**src/shared/fra_pkg.sv**
```systemverilog
`default_nettype none
package fra_pkg;
   // ----------------------------------------
   // bus map
   // ----------------------------------------
   localparam int           ADDR_W      = 12;
   localparam logic [11:0]  OFF_INSTR   = 12'h000;
   localparam logic [11:0]  OFF_ACC     = 12'h004;
   localparam logic [11:0]  OFF_STATUS  = 12'h008;
   localparam logic [11:0]  OFF_COUNT   = 12'h00c;
   localparam logic [2:0]   FILE_WIN_HI = 3'h1;
   localparam int           FILE_SEL_LSB = 9;
   localparam logic [1:0]   RESP_OKAY   = 2'h0;
   localparam logic [1:0]   RESP_SLVERR = 2'h2;
   // ----------------------------------------
   // reset values
   // ----------------------------------------
   localparam logic [7:0]   ACC_RESET   = 8'h00;
   localparam logic [7:0]   FILE_RESET  = 8'h00;
   // ----------------------------------------
   // instruction encodings
   // ----------------------------------------
   localparam logic [5:0]   OP_ADD      = 6'h07;
   localparam logic [5:0]   OP_AND      = 6'h05;
   localparam logic [3:0]   OP_CLR      = 4'h4;
   localparam logic [3:0]   OP_SET      = 4'h5;
   typedef struct packed {
      logic [5:0] op;
      logic       dest;
      logic [6:0] faddr;
   } fra_byte_instr_type;
   typedef struct packed {
      logic [3:0] op;
      logic [2:0] bitpos;
      logic [6:0] faddr;
   } fra_bit_instr_type;
   typedef struct packed {
      logic unsup;
      logic z;
      logic digit_carry_flag;
      logic c;
   } fra_flags_type;
   localparam fra_flags_type FLAGS_RESET = 4'h0;
endpackage
`default_nettype wire

```
**src/core/fra_core.sv**
```systemverilog
// Contract
// - add sums accumulator and file register
// - dest zero writes accumulator only
// - dest one writes file register only
// - and forms bitwise accumulator and file
// - byte ops: 7-bit address, dest bit
// - bit clear zeroes selected bit only
// - bit set ones selected bit only
// - bit ops: 3-bit position, 7-bit address
//
// Design decisions made here: the AXI4-Lite slave port and the address map.
`timescale 1ns/10ps
`default_nettype none
module fra_core #(
   parameter int FILE_DEPTH = 128
) (
   input  wire logic        aclk,
   input  wire logic        aresetn,
   input  wire logic [11:0] awaddr,
   input  wire logic        awvalid,
   output var  logic        awready,
   input  wire logic [31:0] wdata,
   input  wire logic [3:0]  wstrb,
   input  wire logic        wvalid,
   output var  logic        wready,
   output var  logic [1:0]  bresp,
   output var  logic        bvalid,
   input  wire logic        bready,
   input  wire logic [11:0] araddr,
   input  wire logic        arvalid,
   output var  logic        arready,
   output var  logic [31:0] rdata,
   output var  logic [1:0]  rresp,
   output var  logic        rvalid,
   input  wire logic        rready
);
   function automatic logic [31:0] merge(input logic [31:0] old, input logic [31:0] nw, input logic [3:0] strb);
      logic [31:0] r;
      r = old;
      for (int i = 0; i < 4; i++) begin
         if (strb[i]) begin
            r[i*8 +: 8] = nw[i*8 +: 8];
         end
      end
      return r;
   endfunction

   // ----------------------------------------
   // state
   // ----------------------------------------
   logic [7:0]          file_q [FILE_DEPTH];
   logic [7:0]          acc_q;
   fra_pkg::fra_flags_type flags_q;
   fra_pkg::fra_flags_type flags_d;
   logic [31:0]         count_q;
   logic [11:0]         awaddr_q;
   logic [31:0]         wdata_q;
   logic [3:0]          wstrb_q;
   logic                aw_full_q;
   logic                w_full_q;

   // ----------------------------------------
   // write channel
   // ----------------------------------------
   wire aw_hs  = awvalid & awready;
   wire w_hs   = wvalid & wready;
   wire b_hs   = bvalid & bready;
   wire commit = aw_full_q & w_full_q & ~bvalid;
   wire wr_instr  = awaddr_q == fra_pkg::OFF_INSTR;
   wire wr_acc    = awaddr_q == fra_pkg::OFF_ACC;
   wire wr_status = awaddr_q == fra_pkg::OFF_STATUS;
   wire wr_count  = awaddr_q == fra_pkg::OFF_COUNT;
   wire wr_file   = awaddr_q[11:fra_pkg::FILE_SEL_LSB] == fra_pkg::FILE_WIN_HI;
   wire wr_known  = wr_instr | wr_acc | wr_status | wr_count | wr_file;
   wire [31:0] wr_word = merge(32'h0, wdata_q, wstrb_q);

   always_ff @(posedge aclk) begin
      if (!aresetn) begin
         aw_full_q <= 1'b0;
         w_full_q  <= 1'b0;
         awready   <= 1'b1;
         wready    <= 1'b1;
         bvalid    <= 1'b0;
         bresp     <= fra_pkg::RESP_OKAY;
         awaddr_q  <= 12'h000;
         wdata_q   <= 32'h0;
         wstrb_q   <= 4'h0;
      end else begin
         if (aw_hs) begin
            awaddr_q  <= awaddr;
            aw_full_q <= 1'b1;
            awready   <= 1'b0;
         end
         if (w_hs) begin
            wdata_q  <= wdata;
            wstrb_q  <= wstrb;
            w_full_q <= 1'b1;
            wready   <= 1'b0;
         end
         if (commit) begin
            bvalid <= 1'b1;
            bresp  <= wr_known ? fra_pkg::RESP_OKAY : fra_pkg::RESP_SLVERR;
         end
         if (b_hs) begin
            bvalid    <= 1'b0;
            aw_full_q <= 1'b0;
            w_full_q  <= 1'b0;
            awready   <= 1'b1;
            wready    <= 1'b1;
         end
      end
   end

   // ----------------------------------------
   // instruction execution
   // ----------------------------------------
   // an instruction runs in the cycle its word is committed
   wire exec = commit & wr_instr;
   wire fra_pkg::fra_byte_instr_type bi = fra_pkg::fra_byte_instr_type'(wr_word[13:0]);
   wire fra_pkg::fra_bit_instr_type  ti = fra_pkg::fra_bit_instr_type'(wr_word[13:0]);
   wire is_add  = exec & (bi.op == fra_pkg::OP_ADD);
   wire is_and  = exec & (bi.op == fra_pkg::OP_AND);
   wire is_clr  = exec & (ti.op == fra_pkg::OP_CLR);
   wire is_set  = exec & (ti.op == fra_pkg::OP_SET);
   wire byte_op = is_add | is_and;
   wire unsup   = exec & ~(byte_op | is_clr | is_set);
   wire [6:0] faddr = bi.faddr;
   wire [7:0] fdata = file_q[faddr];
   wire [8:0] sum9  = {1'b0, acc_q} + {1'b0, fdata};
   wire [4:0] nib5  = {1'b0, acc_q[3:0]} + {1'b0, fdata[3:0]};
   wire [7:0] and_res = acc_q & fdata;
   wire [7:0] alu_res = is_add ? sum9[7:0] : and_res;
   wire [7:0] bmask   = 8'h01 << ti.bitpos;
   wire [7:0] bit_res = is_set ? (fdata | bmask) : (fdata & ~bmask);
   wire acc_we_x  = byte_op & ~bi.dest;
   wire file_we_x = (byte_op & bi.dest) | is_clr | is_set;
   wire sw_acc    = commit & wr_acc;
   wire sw_file   = commit & wr_file;
   wire file_we   = file_we_x | sw_file;
   wire [6:0] file_idx = sw_file ? awaddr_q[8:2] : faddr;
   wire [7:0] file_wd  = sw_file ? wr_word[7:0] : (byte_op ? alu_res : bit_res);
   wire [31:0] acc_word = merge({24'h0, acc_q}, wdata_q, wstrb_q);
   wire [7:0] acc_d    = sw_acc ? acc_word[7:0] : alu_res;

   always_comb begin
      flags_d = flags_q;
      if (commit & wr_status) begin
         flags_d = fra_pkg::fra_flags_type'(wr_word[3:0]);
      end else if (is_add) begin
         flags_d.c  = sum9[8];
         flags_d.digit_carry_flag = nib5[4];
         flags_d.z  = sum9[7:0] == 8'h00;
      end else if (is_and) begin
         flags_d.z  = and_res == 8'h00;
      end else if (unsup) begin
         flags_d.unsup = 1'b1;
      end
   end

   always_ff @(posedge aclk) begin
      if (!aresetn) begin
         acc_q   <= fra_pkg::ACC_RESET;
         flags_q <= fra_pkg::FLAGS_RESET;
         count_q <= 32'h0;
      end else begin
         if (acc_we_x | sw_acc) begin
            acc_q <= acc_d;
         end
         flags_q <= flags_d;
         if (exec & ~unsup) begin
            count_q <= count_q + 32'h1;
         end
      end
   end

   always_ff @(posedge aclk) begin
      if (!aresetn) begin
         for (int i = 0; i < FILE_DEPTH; i++) begin
            file_q[i] <= fra_pkg::FILE_RESET;
         end
      end else if (file_we) begin
         file_q[file_idx] <= file_wd;
      end
   end

   // ----------------------------------------
   // read channel
   // ----------------------------------------
   wire ar_hs = arvalid & arready;
   wire r_hs  = rvalid & rready;
   wire rd_acc    = araddr == fra_pkg::OFF_ACC;
   wire rd_status = araddr == fra_pkg::OFF_STATUS;
   wire rd_count  = araddr == fra_pkg::OFF_COUNT;
   wire rd_instr  = araddr == fra_pkg::OFF_INSTR;
   wire rd_file   = araddr[11:fra_pkg::FILE_SEL_LSB] == fra_pkg::FILE_WIN_HI;
   wire [31:0] rd_data_d = rd_acc ? {24'h0, acc_q} :
                           rd_status ? {28'h0, flags_q} :
                           rd_count ? count_q :
                           rd_file ? {24'h0, file_q[araddr[8:2]]} : 32'h0;
   wire [1:0] rd_resp_d = (rd_acc | rd_status | rd_count | rd_instr | rd_file) ?
                          fra_pkg::RESP_OKAY : fra_pkg::RESP_SLVERR;

   always_ff @(posedge aclk) begin
      if (!aresetn) begin
         arready <= 1'b1;
         rvalid  <= 1'b0;
         rdata   <= 32'h0;
         rresp   <= fra_pkg::RESP_OKAY;
      end else if (ar_hs) begin
         arready <= 1'b0;
         rvalid  <= 1'b1;
         rdata   <= rd_data_d;
         rresp   <= rd_resp_d;
      end else if (r_hs) begin
         arready <= 1'b1;
         rvalid  <= 1'b0;
      end
   end

   // ----------------------------------------
   // checks
   // ----------------------------------------
   AST_ADD_TO_ACC: assert property (@(posedge aclk) disable iff (!aresetn)
      is_add & ~bi.dest |=> acc_q == $past(sum9[7:0])) else $error("add result wrong in accumulator");
   AST_DEST0_FILE_KEPT: assert property (@(posedge aclk) disable iff (!aresetn)
      byte_op & ~bi.dest |=> file_q[$past(faddr)] == $past(fdata)) else $error("file changed with dest 0");
   AST_DEST1_TO_FILE: assert property (@(posedge aclk) disable iff (!aresetn)
      byte_op & bi.dest |=> file_q[$past(faddr)] == $past(alu_res) && $stable(acc_q))
      else $error("dest 1 result misrouted");
   AST_AND_TO_ACC: assert property (@(posedge aclk) disable iff (!aresetn)
      is_and & ~bi.dest |=> acc_q == ($past(acc_q) & $past(fdata))) else $error("and result wrong");
   AST_BIT_CLEAR: assert property (@(posedge aclk) disable iff (!aresetn)
      is_clr |=> file_q[$past(faddr)] == ($past(fdata) & ~(8'h01 << $past(ti.bitpos))))
      else $error("bit clear wrong");
   AST_BIT_SET: assert property (@(posedge aclk) disable iff (!aresetn)
      is_set |=> file_q[$past(faddr)] == ($past(fdata) | (8'h01 << $past(ti.bitpos))))
      else $error("bit set wrong");
   AST_BIT_FLAGS_KEPT: assert property (@(posedge aclk) disable iff (!aresetn)
      is_clr | is_set |=> $stable(flags_q) && $stable(acc_q)) else $error("bit op touched flags");
   AST_AND_FLAGS: assert property (@(posedge aclk) disable iff (!aresetn)
      is_and |=> flags_q.c == $past(flags_q.c) && flags_q.digit_carry_flag == $past(flags_q.digit_carry_flag)
                 && flags_q.z == ($past(and_res) == 8'h00)) else $error("and flags wrong");
   AST_ADD_FLAGS: assert property (@(posedge aclk) disable iff (!aresetn)
      is_add |=> flags_q.c == $past(sum9[8]) && flags_q.digit_carry_flag == $past(nib5[4])
                 && flags_q.z == ($past(sum9[7:0]) == 8'h00)) else $error("add flags wrong");
   AST_UNKNOWN_OP: assert property (@(posedge aclk) disable iff (!aresetn)
      unsup |=> flags_q.unsup && $stable(acc_q) && $stable(count_q)) else $error("unknown op not ignored");
   AST_WRITE_ANSWER: assert property (@(posedge aclk) disable iff (!aresetn)
      aw_hs & w_hs |=> ##[0:1] bvalid) else $error("write answer late");
endmodule
`default_nettype wire

```
**config.mk**
```make
export PLATFORM = sky130hd
export DESIGN_NAME = fra_core
export DESIGN_NICKNAME = d
export VERILOG_FILES = /design/src/shared/fra_pkg.sv /design/src/core/fra_core.sv
export SDC_FILE = /design/constraint.sdc
export NUM_CORES = 2
export LEC_CHECK = 0
export BUFFER_PORTS_ARGS = -buffer_cell sky130_fd_sc_hd__buf_2
export CELL_PAD_IN_SITES_DETAIL_PLACEMENT = 0
export CELL_PAD_IN_SITES_GLOBAL_PLACEMENT = 1
export CORE_MARGIN = 2
export CORE_UTILIZATION = 40
export CTS_CLUSTER_SIZE = 25
export DETAILED_ROUTE_END_ITERATION = 10
export PLACE_DENSITY_LB_ADDON = 0.1
export RECOVER_POWER = 100
export SLEW_MARGIN = 40
export SYNTH_ARGS = -nofsm -noshare
export SYNTH_HDL_FRONTEND = slang
export SYNTH_SLANG_ARGS = --single-unit
```
**constraint.sdc**
```tcl
create_clock -name aclk -period 5.82 [get_ports aclk]
set_clock_uncertainty 0.05 [all_clocks]
set_input_delay 0.291 -clock aclk [delete_from_list [all_inputs] [get_ports aclk]]
set_output_delay 0.291 -clock aclk [all_outputs]
set_load 0.01 [all_outputs]
```
# == Yosys cells after proc, flatten, opt, wreduce, memory -nomap -nowiden ==
# Memories as Yosys holds them, arrays and structs flattened.
# Index checks and enable logic that the tools add are counted.
# classes
addsub,3
mul,0
n_div,0
n_lt_le_gt_ge,0
eq_ne,15
n_shift,1
muxes,33
n_bitwise,43
n_reduce_logical,12
# ops
cell,n
2-to-1 mux 32 bit,3
2-to-1 mux 8 bit,9
"== test 12 x 4 -> 1 bit, second input constant",4
"adder 32 x 1 -> 32 bit, second input constant",1
"== test 12 x 3 -> 1 bit, second input constant",2
zero test 12 bit,2
bitwise AND 1 bit,19
bitwise AND 8 bit,2
zero test 8 bit,2
OR 1 bit,15
2-to-1 mux 1 bit,14
2-to-1 mux 7 bit,2
"== test 6 x 3 -> 1 bit, second input constant",2
adder 8 x 8 -> 9 bit,1
"== test 4 x 3 -> 1 bit, second input constant",2
inverter 8 bit,1
OR 8 bit,1
OR reduction 8 bit,1
"<< shifter 1 x 3 -> 8 bit, first input constant",1
"== test 3 x 1 -> 1 bit, second input constant",2
2-to-1 mux 2 bit,3
2-to-1 mux 6 bit,1
nonzero test 2 bit,3
adder 4 x 4 -> 5 bit,1
other kinds (8),13
# totals
reg_bits,115
latch_bits,0
ram_bits,1024
mem_bits_ro,0
output_inout_bits,41
memories,1
# mem_list
name,depth,width,rd,rd_ports_with_merged_regs,write_ports,line,source
file_q,128,8,2,0,128,fra_core.sv:51,logic [7:0] file_q [FILE_DEPTH];

# == Logic depth before layout (Yosys ltp) ==
# depth
word_depth,14
mapped_depth,25

# == Worst setup path before layout ==
# Ideal clock, no wire load.
# synth_timing
path_type,register to register
start,register wdata_q[0]
end,memory file_q[100][7] (data pin)
setup_ns,0.270
arrival_time_ns,4.644
setup_slack_ns,0.856
path_stages_with_launch,24
path_buffers,8
period_less_slack_ns,4.964
cell_sequence,dfxtp_1 > buf_4 > buf_6 > buf_4 > buf_4 > buf_2 > buf_4 > mux4_2 > a21oi_1 > o21ai_0 > a31oi_1 > o22ai_1 > or2_2 > ha_1 > a21o_1 > a21oi_1 > o21ai_0 > o21a_1 > xnor2_1 > a21oi_1 > a21oi_1 > clkbuf_1 > clkbuf_1 > a21oi_1
# synth_rtl
element,line,source
from (decl),fra_core.sv:57,logic [31:0] wdata_q;
from (signal assigned),fra_core.sv:95,wdata_q <= wdata;
to (decl),fra_core.sv:51,

==> flow_metrics.py <==
metrics = {
    "setup_path": {
        "crit_path_start": "wstrb_q[0]",
        "worstSetupPathType": "flop to flop",
        "cp.arrival_ns": 6.25,
        "r2r_slack_ns": 0.05,
        "cp-end-kind": "flop",
        "rr_worst_depth": 21,
        "crit_chain": "buf_12, and2_2, buf_12, buf_4, mux4_2, o221ai_1, a2111oi_1, buf_4, nor3_1, o22ai_1, and2_1, ha_1, a21boi_0, o21a_1, xnor2_1, a21oi_1, buf_4, a21oi_4, buf_12, buf_12, a21oi_1",
        "cp_common_cell": "buf_12",
        "crit_required_ns": 6.31,
        "reg2reg_to": "file_q[29][7]",
        "worstPathMaxFanout": 29,
        "worstSetupStartpointType": "flop",
        "crit_cells": 21,
        "r2r-start": "wstrb_q[0]",
        "max_stage_delay_ns": 0.53,
        "endpoint": "file_q[29][7]",
        "cp_num_buf_inv": 7,
        "slowest_stage": "o22ai_1",
        "cp_top_family": "compound AO/OA/AOI/OAI gates",
    },
    "clocking": {
        "cts_sinks": 1137,
        "cts_made_buffers": 138,
        "ctsRootBufferMaster": "clkbuf_16",
        "clk_pin_slew_ns": 0.06,
        "clock_latency_ns": 0.82,
        "htree_levels": 4,
        "cts.path.max_buffers": 3,
        "cts_tree": "built",
    },
    "layout": {
        "final_cell_mix": "1024 x edfxtp_1, 807 x nor2_1, 525 x a21oi_1, 461 x nand2_1, 385 x mux4_2",
        "fillCellCount": 13500,
        "layout-area-overhead-vs-synth_pct": 17.5,
        "drive_gt1_frac": 0.224,
        "nNetsFinal": 5288,
        "final_common_cell": "edfxtp_1",
        "fin_area_mm2": 0.0710,
    },
    "timing": {
        "hold_viol": 0,
        "period_minus_slack_ns": 5.77,
        "fin_ws_ns": 0.0524,
        "rsz0062_at_grt": "yes",
        "worst_hold_slack_ns": 0.106,
        "fin_setup_tns_ns": 0,
        "min_period_over_period": 0.991,
        "drv_slew": 100,
        "timing.fmax_ghz": 0.173,
        "worst_slew_pin_slew_ns": 3.11,
        "setup_viol": 0,
        "slew-limit-headroom": -1.07,
    },
    "detailed_routing": {
        "wirelength_mm": 273,
        "wl_per_cell_um": 37.2,
        "vias": 48400,
        "drc": 0,
        "drtAntennaViolNets": 0,
        "viasPerCell": 6.59,
        "drt-initial-drc-count": 6816,
        "drtPass1Iterations": 5,
    },
    "yosys": {
        "synth.yosys.warnings": 0,
        "syn_inst": 4957,
        "synth_flop_cell": "edfxtp_1",
        "async_reset_ff_frac": 0,
        "synth_edf_count": 1024,
        "synth_area_mm2": 0.0604,
        "ys_types": 87,
        "ys_seq_area_frac": 0.547,
        "syn_avg_cell_area_um2": 12.2,
        "ys_ff_latch": 1137,
    },
    "grt": {
        "antenna_found_initial": 20,
        "overflow": 0,
        "grt_pass1_wl_mm": 374,
        "grt_use_total": 0.352,
        "grt_pass1_vias": 46100,
        "grt_max_degree": 75,
    },
    "pwr": {
        "p_int_mw": 15.0,
        "p_comb_frac": 0.121,
        "pwr-share-seq": 0.453,
        "total_power_mw": 20.6,
        "cellPowerDensity_mw_per_mm2": 291,
        "switching_share": 0.271,
        "clkPwrFrac": 0.427,
        "peakVddDrop_mv": 0.307,
        "leakagePower_nw": 24.1,
        "netSwitchingPower_mw": 5.58,
    },
    "floorplan": {
        "die_h_um": 392,
        "start_util": 0.403,
        "io-pin-count": 108,
        "core_mm2": 0.150,
        "die_area_mm2": 0.154,
        "rows": 142,
        "die_x_um": 392,
    },
    "hold_path": {
        "hold_path.class": "input port to flop",
    },
    "place": {
        "place_ws_ns": -0.179,
        "hpwl_mm": 190,
        "gp_congestion": 1.01,
        "dpl_cell_area_mm2": 0.0659,
        "port_buffers": 85,
    },
    "status": {
        "outcome": "finished with violations",
        "failed_checks": "max-capacitance violations, max-slew violations",
    },
    "run": {
        "cap_viol_max_count": 2,
    },
}
==> layer usage <==
layer / share of wire / global-route usage
met5: 0.00082 / 0
met4: 0.056 / 0.171
met2: 0.43 / 0.517
met3: 0.12 / 0.0968
met1: 0.39 / 0.480
==> worst reg2reg max path, stage by stage, from the launching register on <==
cell and delay (ns):
dfxtp_4 0.38, buf_12 0.21, and2_2 0.35, buf_12 0.22, buf_4 0.36, mux4_2 0.31
o221ai_1 0.14, a2111oi_1 0.44, buf_4 0.22, nor3_1 0.06, o22ai_1 0.53, and2_1 0.33
ha_1 0.28, a21boi_0 0.14, o21a_1 0.19, xnor2_1 0.21, a21oi_1 0.10, buf_4 0.19
a21oi_4 0.19, buf_12 0.24, buf_12 0.23, a21oi_1 0.12
==> metrics by stage <==
| stage | instances | utilization |
|---|---|---|
| 2_1_floorplan | 4958 | - |
| 3_3_place_gp | 7031 | 0.438 |
| 3_5_place_dp | 7038 | 0.440 |
| 4_1_cts | 7329 | 0.473 |
| 5_1_grt | 7339 | 0.474 |
| 6_report | 7342 | 0.474 |
==> synthesized netlist by cell type (all sizes together), types with 21 or more instances <==
master | count | area (µm²)
a221o | 27 | 270
o21ai | 122 | 614
dfxtp | 113 | 2260
inv | 46 | 173
mux2 | 46 | 518
clkbuf | 188 | 706
a21oi | 535 | 2680
mux4 | 385 | 8670
nand3 | 49 | 245
a221oi | 35 | 307
nor3 | 36 | 190
o22ai | 58 | 363
mux2i | 205 | 2050
edfxtp | 1024 | 30700
buf | 256 | 1440
and2 | 28 | 175
nand2 | 466 | 1750
o221ai | 52 | 455
nor2 | 820 | 3080
a22oi | 76 | 571
a211oi | 51 | 383
nor2b | 24 | 150
nand2b | 21 | 131
==> logic make-up (layout without fill, tap and decap cells) <==
kind of cell,after synthesis,after routing,synth area share
flip-flops,1137,1137,0.547
multiplexers,636,636,0.186
AO/OA/AOI/OAI,1110,1110,0.115
AND/OR/NAND/NOR,1544,1544,0.107
adder cells (fa/ha/maj),10,10,0.00220
buffers and inverters,491,852,0.0385
other,1,9,0.0000621
XOR/XNOR,28,28,0.00406
==> power groups by stage <==
stage | clock network [mW] | logic (mW) | registers [mW]
floorplan | 0 | 1.32 | 9.39
detailed placement | 0 | 2.38 | 9.49
finish | 8.79 | 2.49 | 9.33
global placement | 0 | 2.38 | 9.49
global route | 9.14 | 2.53 | 9.35
CTS | 8.83 | 2.41 | 9.32
==> layout make-up <==
cell class                 count  area (µm²)  share of cell area
inverter                      47         183             0.00257
multi-input combinational   3330       25400               0.358
clock inverter                76         893              0.0126
clock buffer                 172        3620              0.0511
tap                         2016        2520              0.0356
sequential                  1137       33000               0.465
timing repair buffer         557        5310              0.0748
antenna                        7        17.5            0.000247
==> flip-flops by register name, indices dropped and copies added, names as in the netlist, 2 cells and up <==
signal and cells:
acc_q 8, wstrb_q 2, file_q 1024, rdata 32
count_q 32, awaddr_q 12, wdata_q 14, flags_q 4
==> what timing repair did <==
action | 4_1_cts | 5_1_grt
buffers inserted | 5 | 2
pin swaps | 0 | 1
resized for setup | 3 | 24
hold buffers | 38 | 0
endpoints found under the setup margin | 371 | 507
gates cloned | 0 | 1
hold endpoints to repair | 46 | 0
==> how the worst min path moves through the flow <==
stage,start,to,slack (ns),depth (start not counted)
5_1_grt,araddr[11],rdata[2],0.1,4
4_1_cts,arvalid,rdata[6],0.02,4
3_3_place_gp,flags_q[1],flags_q[1],0.39,2
2_1_floorplan,awvalid,awready,0.34,1
3_5_place_dp,flags_q[1],flags_q[1],0.40,2
6_report,arvalid,rresp[1],0.11,5
Note: power is estimated with default switching activity, not from simulation.
